<file path="src/rtl/dbuf_consts.svh">
// register indexes, byte addresses, field positions and reset values of the
// double-buffer controller; included by the design files, holds no logic
`ifndef DBUF_CONSTS_SVH
`define DBUF_CONSTS_SVH

// printed register indexes (byte address is four times the index)
`define IDX_SFX        8'h36
`define IDX_WIN_BASE   8'h38
`define IDX_WIN_LAST   8'h46
`define IDX_DATA_PORT  8'h48
`define IDX_STATUS     8'h58
`define WIN_REG_COUNT  8

// apb address layout
`define PADDR_W        12
`define PDATA_W        32

// special effects register fields
`define SFX_MODE_HI    7
`define SFX_MODE_LO    6
`define SFX_RESET      8'h00
`define MODE_VIDEO     2'h3
`define MODE_STATIC    2'h1

// window coordinates: low byte plus two high bits
`define COORD_W        10
`define WIN_RESET      8'h00

// pixel carried by one data port write
`define PIX_W          16

// status register bit positions
`define ST_VDISP_BIT   7
`define ST_WRITING_BIT 3
`define ST_PEND_BIT    2
`define ST_DISP_BIT    1
`define ST_WR_BIT      0

`endif

</file>
<file path="src/rtl/dbuf_pkg.sv">
// types shared by the double-buffer controller files
// assumes dbuf_consts.svh is used alongside for all numeric constants
package dbuf_pkg;

  // which half of the frame buffer
  typedef enum logic {
    HALF_UPPER,
    HALF_LOWER
  } fb_half_t;

  // progress of the double-buffered video frame
  typedef enum logic [1:0] {
    VID_IDLE,
    VID_WRITING,
    VID_DONE
  } vid_state_t;

endpackage

</file>
<file path="src/rtl/video_double_buffer_control.sv">
// double-buffer controller: apb registers, window walk, buffer steering
// assumes the refresh engine gives a vertical non-display start pulse, a
// display-period level and per-pixel fetch coordinates on REF_CLK
//
// Function
// - static writes always go to upper half
// - first video frame lower, then alternate
// - outside video window fetch from upper
// - video window fetched from latest frame
// - swap once, at non-display start only
// - swap needs finished frame, none in progress
// - new frame before swap cancels that swap
// - mode field 11b selects double-buffered video
// - static writes reach video window when upper shown
// - resumed video overwrites static overlay
// - disable returns display read to upper
// - only one window double buffered
// - data port advances memory position only
//
// The APB interface to the registers and the address map were decided locally.
`timescale 1ns/10ps
`include "dbuf_consts.svh"

module video_double_buffer_control (
  input wire logic REF_CLK,
  input wire logic RST_N,
  input wire logic PSEL,
  input wire logic PENABLE,
  input wire logic PWRITE,
  input wire logic [`PADDR_W-1:0] PADDR,
  input wire logic [`PDATA_W-1:0] PWDATA,
  output logic [`PDATA_W-1:0] PRDATA,
  output logic PREADY,
  output logic PSLVERR,
  input wire logic VNDP_START,
  input wire logic VDISP_ACTIVE,
  input wire logic DISP_REQ,
  input wire logic [`COORD_W-1:0] DISP_X,
  input wire logic [`COORD_W-1:0] DISP_Y,
  output logic FETCH_VALID,
  output logic FETCH_BUF,
  output logic FB_WR_EN,
  output logic FB_WR_BUF,
  output logic [`COORD_W-1:0] FB_WR_X,
  output logic [`COORD_W-1:0] FB_WR_Y,
  output logic [`PIX_W-1:0] FB_WR_DATA,
  output logic TEAR_SYNC_OUT
);

  // ----------------------------------------------------------------------
  // apb decode
  // ----------------------------------------------------------------------
  logic [7:0] idx_w;
  logic aligned_w;
  logic is_sfx_w;
  logic is_win_w;
  logic is_data_w;
  logic is_status_w;
  logic mapped_w;
  logic wr_stb_w;
  logic data_wr_w;

  assign idx_w = PADDR[9:2];
  assign aligned_w = (PADDR[1:0] == 2'h0) && (PADDR[11:10] == 2'h0);
  assign is_sfx_w = aligned_w && (idx_w == `IDX_SFX);
  assign is_win_w = aligned_w && !idx_w[0] && (idx_w >= `IDX_WIN_BASE)
                    && (idx_w <= `IDX_WIN_LAST);
  assign is_data_w = aligned_w && (idx_w == `IDX_DATA_PORT);
  assign is_status_w = aligned_w && (idx_w == `IDX_STATUS);
  assign mapped_w = is_sfx_w || is_win_w || is_data_w || is_status_w;
  assign wr_stb_w = PSEL && PENABLE && PWRITE && aligned_w;
  assign data_wr_w = wr_stb_w && is_data_w;
  assign PREADY = 1'b1;
  assign PSLVERR = PSEL && PENABLE && !mapped_w;

  // ----------------------------------------------------------------------
  // software registers
  // ----------------------------------------------------------------------
  logic [7:0] sfx_w;
  logic [7:0] win_w [`WIN_REG_COUNT];
  logic [`WIN_REG_COUNT-1:0] win_written_w;

  cfg_byte_reg #(
    .INDEX(`IDX_SFX),
    .RESET_VAL(`SFX_RESET)
  ) u_sfx (
    .clk(REF_CLK),
    .rst_n(RST_N),
    .wr_stb(wr_stb_w),
    .wr_index(idx_w),
    .wr_data(PWDATA[7:0]),
    .value(sfx_w),
    .written()
  );

  // window position bytes sit at every second index
  for (genvar i = 0; i < `WIN_REG_COUNT; i++) begin : g_win
    cfg_byte_reg #(
      .INDEX(`IDX_WIN_BASE + 8'(2 * i)),
      .RESET_VAL(`WIN_RESET)
    ) u_win (
      .clk(REF_CLK),
      .rst_n(RST_N),
      .wr_stb(wr_stb_w),
      .wr_index(idx_w),
      .wr_data(PWDATA[7:0]),
      .value(win_w[i]),
      .written(win_written_w[i])
    );
  end

  logic [`COORD_W-1:0] xs_w;
  logic [`COORD_W-1:0] ys_w;
  logic [`COORD_W-1:0] xe_w;
  logic [`COORD_W-1:0] ye_w;

  assign xs_w = {win_w[1][1:0], win_w[0]};
  assign ys_w = {win_w[3][1:0], win_w[2]};
  assign xe_w = {win_w[5][1:0], win_w[4]};
  assign ye_w = {win_w[7][1:0], win_w[6]};

  // ----------------------------------------------------------------------
  // mode decode
  // ----------------------------------------------------------------------
  logic [1:0] mode_w;
  logic mode_video_w;
  logic dbuf_on_w;

  assign mode_w = sfx_w[`SFX_MODE_HI:`SFX_MODE_LO];
  assign mode_video_w = (mode_w == `MODE_VIDEO);
  assign dbuf_on_w = mode_video_w || (mode_w == `MODE_STATIC);

  // ----------------------------------------------------------------------
  // window walk
  // ----------------------------------------------------------------------
  logic [`COORD_W-1:0] pos_x_w;
  logic [`COORD_W-1:0] pos_y_w;
  logic pos_first_w;
  logic pos_last_w;

  window_addr_gen u_walk (
    .clk(REF_CLK),
    .rst_n(RST_N),
    .restart(|win_written_w),
    .step(data_wr_w),
    .xs(xs_w),
    .ys(ys_w),
    .xe(xe_w),
    .ye(ye_w),
    .x(pos_x_w),
    .y(pos_y_w),
    .at_first(pos_first_w),
    .at_last(pos_last_w)
  );

  // ----------------------------------------------------------------------
  // video frame tracking and buffer pointers
  // ----------------------------------------------------------------------
  dbuf_pkg::vid_state_t state_r;
  dbuf_pkg::vid_state_t state_nxt;
  dbuf_pkg::fb_half_t wr_half_r;
  dbuf_pkg::fb_half_t wr_half_nxt;
  dbuf_pkg::fb_half_t disp_half_r;
  dbuf_pkg::fb_half_t disp_half_nxt;
  logic vid_pix_w;
  logic frame_start_w;
  logic frame_end_w;
  logic swap_w;

  assign vid_pix_w = data_wr_w && mode_video_w;
  assign frame_start_w = vid_pix_w && pos_first_w;
  assign frame_end_w = vid_pix_w && pos_last_w;
  assign swap_w = VNDP_START && (state_r == dbuf_pkg::VID_DONE) && !vid_pix_w;

  // only a finished, idle frame swaps
  always_comb begin
    state_nxt = state_r;
    case (state_r)
      dbuf_pkg::VID_IDLE: begin
        if (frame_end_w) begin
          state_nxt = dbuf_pkg::VID_DONE;
        end else if (vid_pix_w) begin
          state_nxt = dbuf_pkg::VID_WRITING;
        end
      end
      dbuf_pkg::VID_WRITING: begin
        if (frame_end_w) begin
          state_nxt = dbuf_pkg::VID_DONE;
        end
      end
      dbuf_pkg::VID_DONE: begin
        if (vid_pix_w) begin
          state_nxt = frame_end_w ? dbuf_pkg::VID_DONE : dbuf_pkg::VID_WRITING;
        end else if (swap_w) begin
          state_nxt = dbuf_pkg::VID_IDLE;
        end
      end
      default: state_nxt = dbuf_pkg::VID_IDLE;
    endcase
    if (!dbuf_on_w) begin
      state_nxt = dbuf_pkg::VID_IDLE;
    end
  end

  assign wr_half_nxt = !dbuf_on_w ? dbuf_pkg::HALF_LOWER :
                       !swap_w ? wr_half_r :
                       (wr_half_r == dbuf_pkg::HALF_UPPER) ? dbuf_pkg::HALF_LOWER :
                       dbuf_pkg::HALF_UPPER;
  assign disp_half_nxt = !dbuf_on_w ? dbuf_pkg::HALF_UPPER :
                         swap_w ? wr_half_r : disp_half_r;

  always_ff @(posedge REF_CLK) begin
    if (!RST_N) begin
      state_r <= dbuf_pkg::VID_IDLE;
      wr_half_r <= dbuf_pkg::HALF_LOWER;
      disp_half_r <= dbuf_pkg::HALF_UPPER;
    end else begin
      state_r <= state_nxt;
      wr_half_r <= wr_half_nxt;
      disp_half_r <= disp_half_nxt;
    end
  end

  // ----------------------------------------------------------------------
  // the single double-buffered window
  // ----------------------------------------------------------------------
  logic [`COORD_W-1:0] vxs_r;
  logic [`COORD_W-1:0] vys_r;
  logic [`COORD_W-1:0] vxe_r;
  logic [`COORD_W-1:0] vye_r;
  logic vwin_valid_r;

  // one window latched at frame start
  always_ff @(posedge REF_CLK) begin
    if (!RST_N) begin
      vxs_r <= '0;
      vys_r <= '0;
      vxe_r <= '0;
      vye_r <= '0;
      vwin_valid_r <= 1'b0;
    end else if (!dbuf_on_w) begin
      vwin_valid_r <= 1'b0;
    end else if (frame_start_w) begin
      vxs_r <= xs_w;
      vys_r <= ys_w;
      vxe_r <= xe_w;
      vye_r <= ye_w;
      vwin_valid_r <= 1'b1;
    end
  end

  // ----------------------------------------------------------------------
  // frame buffer write port
  // ----------------------------------------------------------------------
  dbuf_pkg::fb_half_t pix_half_w;

  // static always goes to the upper half, even when that half is the displayed video copy
  assign pix_half_w = mode_video_w ? wr_half_r : dbuf_pkg::HALF_UPPER;

  always_ff @(posedge REF_CLK) begin
    if (!RST_N) begin
      FB_WR_EN <= 1'b0;
      FB_WR_BUF <= 1'b0;
      FB_WR_X <= '0;
      FB_WR_Y <= '0;
      FB_WR_DATA <= '0;
    end else begin
      FB_WR_EN <= data_wr_w;
      if (data_wr_w) begin
        FB_WR_BUF <= pix_half_w;
        FB_WR_X <= pos_x_w;
        FB_WR_Y <= pos_y_w;
        FB_WR_DATA <= PWDATA[`PIX_W-1:0];
      end
    end
  end

  // ----------------------------------------------------------------------
  // display fetch steering
  // ----------------------------------------------------------------------
  logic in_vid_win_w;

  assign in_vid_win_w = vwin_valid_r && (DISP_X >= vxs_r) && (DISP_X <= vxe_r)
                        && (DISP_Y >= vys_r) && (DISP_Y <= vye_r);

  always_ff @(posedge REF_CLK) begin
    if (!RST_N) begin
      FETCH_VALID <= 1'b0;
      FETCH_BUF <= 1'b0;
      TEAR_SYNC_OUT <= 1'b0;
    end else begin
      FETCH_VALID <= DISP_REQ;
      TEAR_SYNC_OUT <= !VDISP_ACTIVE;
      if (DISP_REQ) begin
        FETCH_BUF <= in_vid_win_w ? disp_half_r : dbuf_pkg::HALF_UPPER;
      end
    end
  end

  // ----------------------------------------------------------------------
  // read data
  // ----------------------------------------------------------------------
  logic [`PDATA_W-1:0] status_w;
  logic [`PDATA_W-1:0] rd_mux_w;
  logic [`PDATA_W-1:0] win_rd_w;

  assign win_rd_w = {24'h000000, win_w[3'(idx_w[3:1] - 3'h4)]};
  assign status_w = {24'h000000, VDISP_ACTIVE, 3'h0,
                     state_r == dbuf_pkg::VID_WRITING,
                     state_r == dbuf_pkg::VID_DONE,
                     disp_half_r == dbuf_pkg::HALF_LOWER,
                     wr_half_r == dbuf_pkg::HALF_LOWER};
  assign rd_mux_w = is_sfx_w ? {24'h000000, sfx_w} :
                    is_win_w ? win_rd_w :
                    is_status_w ? status_w : 32'h00000000;

  always_ff @(posedge REF_CLK) begin
    if (!RST_N) begin
      PRDATA <= 32'h00000000;
    end else if (PSEL && !PENABLE) begin
      PRDATA <= PWRITE ? 32'h00000000 : rd_mux_w;
    end
  end
endmodule

</file>
<file path="src/rtl/cfg_byte_reg.sv">
// one byte-wide software register at a fixed index
// assumes a one-cycle write strobe with the decoded index alongside
`timescale 1ns/10ps
`include "dbuf_consts.svh"

module cfg_byte_reg #(
  parameter logic [7:0] INDEX = 8'h00,
  parameter logic [7:0] RESET_VAL = 8'h00
) (
  input wire logic clk,
  input wire logic rst_n,
  input wire logic wr_stb,
  input wire logic [7:0] wr_index,
  input wire logic [7:0] wr_data,
  output logic [7:0] value,
  output logic written
);

  logic [7:0] value_r;
  logic hit;

  assign hit = wr_stb && (wr_index == INDEX);
  assign value = value_r;
  assign written = hit;

  always_ff @(posedge clk) begin
    if (!rst_n) begin
      value_r <= RESET_VAL;
    end else if (hit) begin
      value_r <= wr_data;
    end
  end

endmodule

</file>
<file path="src/rtl/window_addr_gen.sv">
// walks the internal memory position across a window, left to right,
// top to bottom, wrapping at the end; assumes coordinates are stable
// while steps are applied
`timescale 1ns/10ps
`include "dbuf_consts.svh"

module window_addr_gen (
  input wire logic clk,
  input wire logic rst_n,
  input wire logic restart,
  input wire logic step,
  input wire logic [`COORD_W-1:0] xs,
  input wire logic [`COORD_W-1:0] ys,
  input wire logic [`COORD_W-1:0] xe,
  input wire logic [`COORD_W-1:0] ye,
  output logic [`COORD_W-1:0] x,
  output logic [`COORD_W-1:0] y,
  output logic at_first,
  output logic at_last
);

  logic [`COORD_W-1:0] x_r;
  logic [`COORD_W-1:0] y_r;
  logic [`COORD_W-1:0] x_nxt;
  logic [`COORD_W-1:0] y_nxt;
  logic restart_r;
  logic row_end;

  // after a coordinate write the walk starts again at the window origin
  assign x = restart_r ? xs : x_r;
  assign y = restart_r ? ys : y_r;
  assign at_first = (x == xs) && (y == ys);
  assign at_last = (x == xe) && (y == ye);
  assign row_end = (x == xe);
  assign x_nxt = row_end ? xs : x + `COORD_W'(1);
  assign y_nxt = !row_end ? y : (y == ye) ? ys : y + `COORD_W'(1);

  always_ff @(posedge clk) begin
    if (!rst_n) begin
      x_r <= '0;
      y_r <= '0;
      restart_r <= 1'b1;
    end else if (step) begin
      x_r <= x_nxt;
      y_r <= y_nxt;
      restart_r <= 1'b0;
    end else if (restart) begin
      restart_r <= 1'b1;
    end
  end

endmodule

</file>
<file path="config.mk">
export PLATFORM = sky130hd
export DESIGN_NAME = video_double_buffer_control
export DESIGN_NICKNAME = d
export VERILOG_FILES = /design/src/rtl/dbuf_pkg.sv /design/src/rtl/video_double_buffer_control.sv /design/src/rtl/cfg_byte_reg.sv /design/src/rtl/window_addr_gen.sv
export VERILOG_INCLUDE_DIRS = /design/src /design/src/rtl
export SDC_FILE = /design/constraint.sdc
export NUM_CORES = 1
export LEC_CHECK = 0
export ABC_CLOCK_PERIOD_IN_PS = 5000
export BUFFER_PORTS_ARGS = -buffer_cell sky130_fd_sc_hd__buf_2
export CAP_MARGIN = 20
export CORE_MARGIN = 4
export CORE_UTILIZATION = 35
export DETAILED_ROUTE_END_ITERATION = 16
export GPL_ROUTABILITY_DRIVEN = 0
export PLACE_DENSITY = 0.63
export SLEW_MARGIN = 20
export SYNTH_ARGS = -nofsm -noshare
export SYNTH_HDL_FRONTEND = slang
export SYNTH_HIERARCHICAL = 1
export SYNTH_SLANG_ARGS = --single-unit
</file>
<file path="constraint.sdc">
create_clock -name REF_CLK -period 5 [get_ports REF_CLK]
set_clock_uncertainty 0.2 [all_clocks]
set_input_delay 0 -clock REF_CLK [delete_from_list [all_inputs] [get_ports REF_CLK]]
set_output_delay 0 -clock REF_CLK [all_outputs]
set_load 0.02 [all_outputs]
</file>
Word-level counts from Yosys, hierarchy flattened --
Cells that the tools add are included.
Word-level totals: register bits 211, input bits 72, output and inout port bits 75, word-level logic and storage cells 136
Cells by class: $add $sub $neg 3, magnitude comparators 7, eq/ne operators 22, muxes and demuxes 24, bitwise operators 1, reduce and logical (&&, ||, !) cells 50
Operators with widths (number):
- $mux 10 | 5
- $eq 8x7->1 const B | 6
- $mux 8 | 6
- $eq 10x10->1 | 4
- $eq 8x6->1 const B | 5
- $logic_and 1x1->1 | 33
- $bmux 8 s3 | 1
- $add 10x1->10 const B | 2
- $ge 10x10->1 | 2
- $le 10x10->1 | 2
- $mux 2 | 6
- $ge 8x6->1 const B | 1
- $le 8x7->1 const B | 1
- $reduce_or 8->1 | 1
- $logic_not 2->1 | 3
- $ne 3x3->1 const B | 2
- $pmux 2 s3 | 1
- $logic_not 1->1 | 5
- $mux 1 | 5
- $eq 2x1->1 const B | 2
- $eq 2x2->1 const B | 2
- $ge 4x4->1 const B | 1
- $logic_or 1x1->1 | 4
- $not 3->4 | 1
- other kinds (5) | 6

Logic depth before layout (Yosys ltp) --
depth in word-level cells 10, depth in mapped cells 12, mapped depth without buffers 8

Hierarchy --
Netlist, hierarchy kept.
By module, submodules not included:
- video_double_buffer_control | times used 1, cells each 630, area each 5549.1 um^2, sequential area each 1881.8 um^2
- window_addr_gen | times used 1, cells each 300, area each 2301.0 um^2, sequential area each 420.4 um^2
- cfg_byte_reg at g_win[1].u_win ... | times used 2, cells each 38, area each 354.1 um^2, sequential area each 160.2 um^2
- cfg_byte_reg at g_win[4].u_win | times used 1, cells each 38, area each 369.1 um^2, sequential area each 160.2 um^2
- cfg_byte_reg at g_win[6].u_win | times used 1, cells each 38, area each 367.9 um^2, sequential area each 160.2 um^2
- cfg_byte_reg at g_win[3].u_win | times used 1, cells each 39, area each 351.6 um^2, sequential area each 160.2 um^2
- cfg_byte_reg at g_win[5].u_win | times used 1, cells each 38, area each 351.6 um^2, sequential area each 160.2 um^2
- cfg_byte_reg at g_win[7].u_win | times used 1, cells each 38, area each 349.1 um^2, sequential area each 160.2 um^2
- cfg_byte_reg at g_win[0].u_win | times used 1, cells each 38, area each 347.8 um^2, sequential area each 160.2 um^2
- cfg_byte_reg at g_win[2].u_win | times used 1, cells each 38, area each 346.6 um^2, sequential area each 160.2 um^2

Worst setup path after synthesis --
No wires, ideal clock.
path kind flip-flop to flip-flop, start point register u_walk.restart_r, end point register state_r[1], library setup time 0.086 ns, data arrival time 2.281 ns, required time 4.714 ns, path slack 2.433 ns, cell stages (with the launch flop) 13, buffers on the path 5, clock period less this slack 2.567 ns, path through dfxtp_1 > buf_6 > buf_8 > buf_6 > mux2i_1 > xor2_1 > nand4_2 > or3_1 > buf_6 > buf_6 > nor2_1 > mux2i_1 > a211oi_1
On the way: cells in the longest elaborated chain, start to end 7, elaborated cells on any way between the ends 13, classes of those cells 4 x eq/ne; 6 x mux; 3 x reduce/logical
Ends and longest elaborated chain:
- start, declared | line window_addr_gen.sv:26 | logic restart_r;
- start signal, assigned | line window_addr_gen.sv:42 | restart_r <= 1'b1;
- start signal, assigned | line window_addr_gen.sv:46 | restart_r <= 1'b0;
- start signal, assigned | line window_addr_gen.sv:48 | restart_r <= 1'b1;
- $mux 10, on equally long branches | line window_addr_gen.sv:30, window_addr_gen.sv:31
- $eq 10x10->1 | line window_addr_gen.sv:33 | assign at_last = (x == xe) && (y == ye);
- $logic_and 1x1->1 (*) | line window_addr_gen.sv:33
- named net pos_last_w | line video_double_buffer_control.sv:139 | logic pos_last_w;
- $logic_and 1x1->1 (*) | line video_double_buffer_control.sv:172 | assign frame_end_w = vid_pix_w && pos_last_w;
- $mux 2 | line video_double_buffer_control.sv:193 | state_nxt = frame_end_w ? dbuf_pkg::VID_DONE : dbuf_pkg::VID_WRITING;
- $mux 2 | line video_double_buffer_control.sv:192 | if (vid_pix_w) begin
- $pmux 2 s3 | line video_double_buffer_control.sv:178 | case (state_r)
- end signal, assigned | line video_double_buffer_control.sv:214 | state_r <= dbuf_pkg::VID_IDLE;
- end signal, assigned | line video_double_buffer_control.sv:218 | state_r <= state_nxt;
- end, declared | line video_double_buffer_control.sv:159 | dbuf_pkg::vid_state_t state_r;
The timed path passes the listed nets; every way through them passes the cells marked *. A chain may end at the register's enable or synchronous reset.

Final worst setup path --
start point register u_walk.restart_r, end point register state_r[1]
On the way: cells in the longest elaborated chain, start to end 7, elaborated cells on any way between the ends 13, classes of those cells 4 x eq/ne; 6 x mux; 3 x reduce/logical
Ends and longest elaborated chain:
- $mux 10 (*) | line window_addr_gen.sv:31 | assign y = restart_r ? ys : y_r;
- named net pos_y_w[4] | line video_double_buffer_control.sv:137 | logic [`COORD_W-1:0] pos_y_w;
- $eq 10x10->1 (*) | line window_addr_gen.sv:33
- $logic_and 1x1->1 (*) | line window_addr_gen.sv:33
- named net pos_last_w | line video_double_buffer_control.sv:139
- $logic_and 1x1->1 (*) | line video_double_buffer_control.sv:172
- $mux 2 | line video_double_buffer_control.sv:193
- $mux 2 | line video_double_buffer_control.sv:192
- $pmux 2 s3 | line video_double_buffer_control.sv:178
Marks and branches as above.

==> impl_metrics.ini <==
[setup_path]
cp_num_buf_inv = 2
timing.rr.start = u_walk/restart_r
cp-start-kind = register
cp.arrival_ns = 4.01
max_stage_delay_ns = 0.91
path_delay_family = simple AND/OR/NAND/NOR gates
worstSetupPathType = reg2reg
crit_required_ns = 5.15
endpoint_kind = register
path_common_cell = mux2i_1
r2r-end = state_r[1]
crit_fanout = 21
r2r_cells = 9
crit_chain = buf_4, mux2i_1, inv_1, xnor2_1, and4_1, nand3_2, nor2_1, mux2i_1, a211oi_1
slowest_stage = dfxtp_1
worst-r2r-setup-slack_ns = 1.14

[cells_and_area]
layout_commonest_cell = nand2_1
fin_area_um2 = 12570
syn_to_final_growth_pct = 13.84
drive_gt1_frac = 0.1466
mostFrequentLayoutCells = 341 x nand2_1, 187 x dfxtp_1, 144 x mux2i_1
diodes = 0
nets = 1479

[routing]
postRouteWirelength_mm = 31.77
drt_iter0_drc = 809
first_pass_iters = 5
drt.antenna.violating_nets = 0
viasPerCell = 5.263
drc = 0
vias = 9336
wire_per_inst_um = 17.91

[global_route]
grt_first_pass_wirelength_mm = 48.89
grtUsageTotal = 0.1817
first_global_vias = 8793
grt_remaining_overflow = 0
grt_max_degree = 133
antenna_found_initial = 0

[pwr]
leakagePower_nw = 4.741
power_density_nw_per_um2 = 249.9
ir_worst_vdd_v = 0.0001632

[synthesis]
synth_top_cell_by_area = dfxtp_1
synth.area.top_cells = dfxtp_1 34%, mux2i_1 13%, nand2_1 12%
synth_edf_count = 0
synth_ff_type = dfxtp_1
seq_area_frac_synth = 0.3390
avgSynthCellArea_um2 = 8.674
postSynth.asyncResetShare = 0
synth_area_um2 = 11040
netlist_instances = 1273
synth_warnings = 6
yosysUniqueCellTypes = 88
synth_seq_cells = 187
synth_top_area_share = 0.3390

[job]
maxCapViolations = 0

[clocking]
cts_root_buffer = clkbuf_16
ctsHtreeMaxLevel = 4
path_clk_slew_ns = 0.08
clkSinkCount = 187
cts_buffer_depth = 2
cts_resized = 0
tritoncts = built
numCtsBuffers = 17
clk_latency_ns = 0.44

[timing]
fmax_mhz = 259.3
tns_ns = 0
timing.hold.ws_ns = 0.002194
setup_viol = 0
tightest_slew_ns = 1.026
drv_slew = 0
rsz0062_at_grt = no
final-hold-violation-count = 0
slew_headroom = 0.3106
min_period_ns = 3.857
fin_crit_sh = 0.7714

[placement]
placed_cell_area_um2 = 11620
hpwlAfterDp_mm = 22.56
io_buffers = 105

[floorplan]
start_util = 0.3582
num_io_pins = 147
die_area_um2 = 34450
dieHeight_um = 185.6
fp-row-count = 64
core_um2 = 30830
die_width_um = 185.6

[worst_hold_path]
worstHoldStart = RST_N
holdPathStages = 2
hold_class = in2reg
hold_path_end = FB_WR_DATA[1]

[run_status]
outcome = finished clean
==> power breakdown <==
| part | switching [mW] | total, mW | leakage (nW) | internal [mW] |
|---|---|---|---|---|
| sequential | 0.000176 | 1.49 | 1.51 | 1.49 |
| clock | 0.671 | 1.44 | 0.300 | 0.766 |
| combinational | 0.136 | 0.215 | 2.94 | 0.0792 |
| total | 0.807 | 3.14 | 4.74 | 2.33 |
==> cell usage after synthesis (15+ instances only) <==
master / n
nand2_1: 341
dfxtp_1: 187
mux2i_1: 144
inv_1: 65
ha_1: 42
clkbuf_1: 39
o21ai_0: 30
xnor2_1: 29
a21boi_0: 27
buf_4: 27
nor2_1: 25
nand3_1: 22
nand4_1: 20
buf_2: 17
mux4_2: 16
a21oi_1: 15
==> repair_timing <==
item	4_1_cts	5_1_grt
hold endpoints to repair	103	0
hold buffers	33	0
buffers inserted	0	0
==> area by class of cell <==
class | count | area, um2
fill | 3097 | 18260
multi-input combinational | 937 | 6467
clock buffer | 17 | 425.4
timing repair buffer | 154 | 984.7
sequential | 187 | 3744
tap | 396 | 495.5
inverter | 68 | 255.2
clock inverter | 15 | 197.7
==> per-stage QoR <==
step	std cells	worst slack, ns	utilization	total power, mW
detailed placement	1709	1.266	0.3768	1.721
global placement	1709	1.373	0.3765	1.717
global route	1774	0.9437	0.4077	3.256
finish	1774	1.143	0.4077	3.141
floorplan	1296	2.433	-	1.664
CTS	1774	1.262	0.4077	3.178
==> flip-flops by register name, summed over array words and instances, names as in the netlist, 2 cells and up <==
signal and flops:
FB_WR_DATA 16, u_sfx/value 8, state_r 2, PRDATA 8, u_walk/y_r 10, vys_r 10
FB_WR_X 10, u_walk/x_r 10, FB_WR_Y 10, g_win.u_win/value 64, vye_r 10, vxs_r 10
vxe_r 10
==> layer usage <==
metal  vias up  global-route usage  share of wire
li1       4535                   -              -
met1      4434              0.2546           0.45
met2       326              0.2930           0.46
met3        41             0.02580          0.068
met4         0             0.05246          0.022
met5         -                   0              0
==> worst reg2reg max path, cell delays in order (launching register included) <==
cell and delay, ns:
dfxtp_1 0.91, buf_4 0.37, mux2i_1 0.47, inv_1 0.24
xnor2_1 0.23, and4_1 0.34, nand3_2 0.34, nor2_1 0.39
mux2i_1 0.12, a211oi_1 0.18
==> kinds of logic after synthesis <==
kind of cell	synth area share
buffers and inverters	0.08544
AO/OA/AOI/OAI	0.1079
multiplexers	0.1696
AND/OR/NAND/NOR	0.2164
other	0.0006801
flip-flops	0.3390
adder cells (fa/ha/maj)	0.04759
XOR/XNOR	0.03331
==> worst max-delay path by stage <==
stage | endpoint | from | slack, ns | cells after the start
floorplan | state_r[1] | u_walk/restart_r | 2.43 | 12
global placement | state_r[1] | u_walk/restart_r | 1.37 | 8
detailed placement | state_r[1] | u_walk/restart_r | 1.27 | 8
CTS | state_r[1] | u_walk/restart_r | 1.26 | 9
global route | state_r[1] | u_walk/restart_r | 0.94 | 9
finish | state_r[1] | u_walk/restart_r | 1.14 | 9
Power figures use the tool's default switching activity.
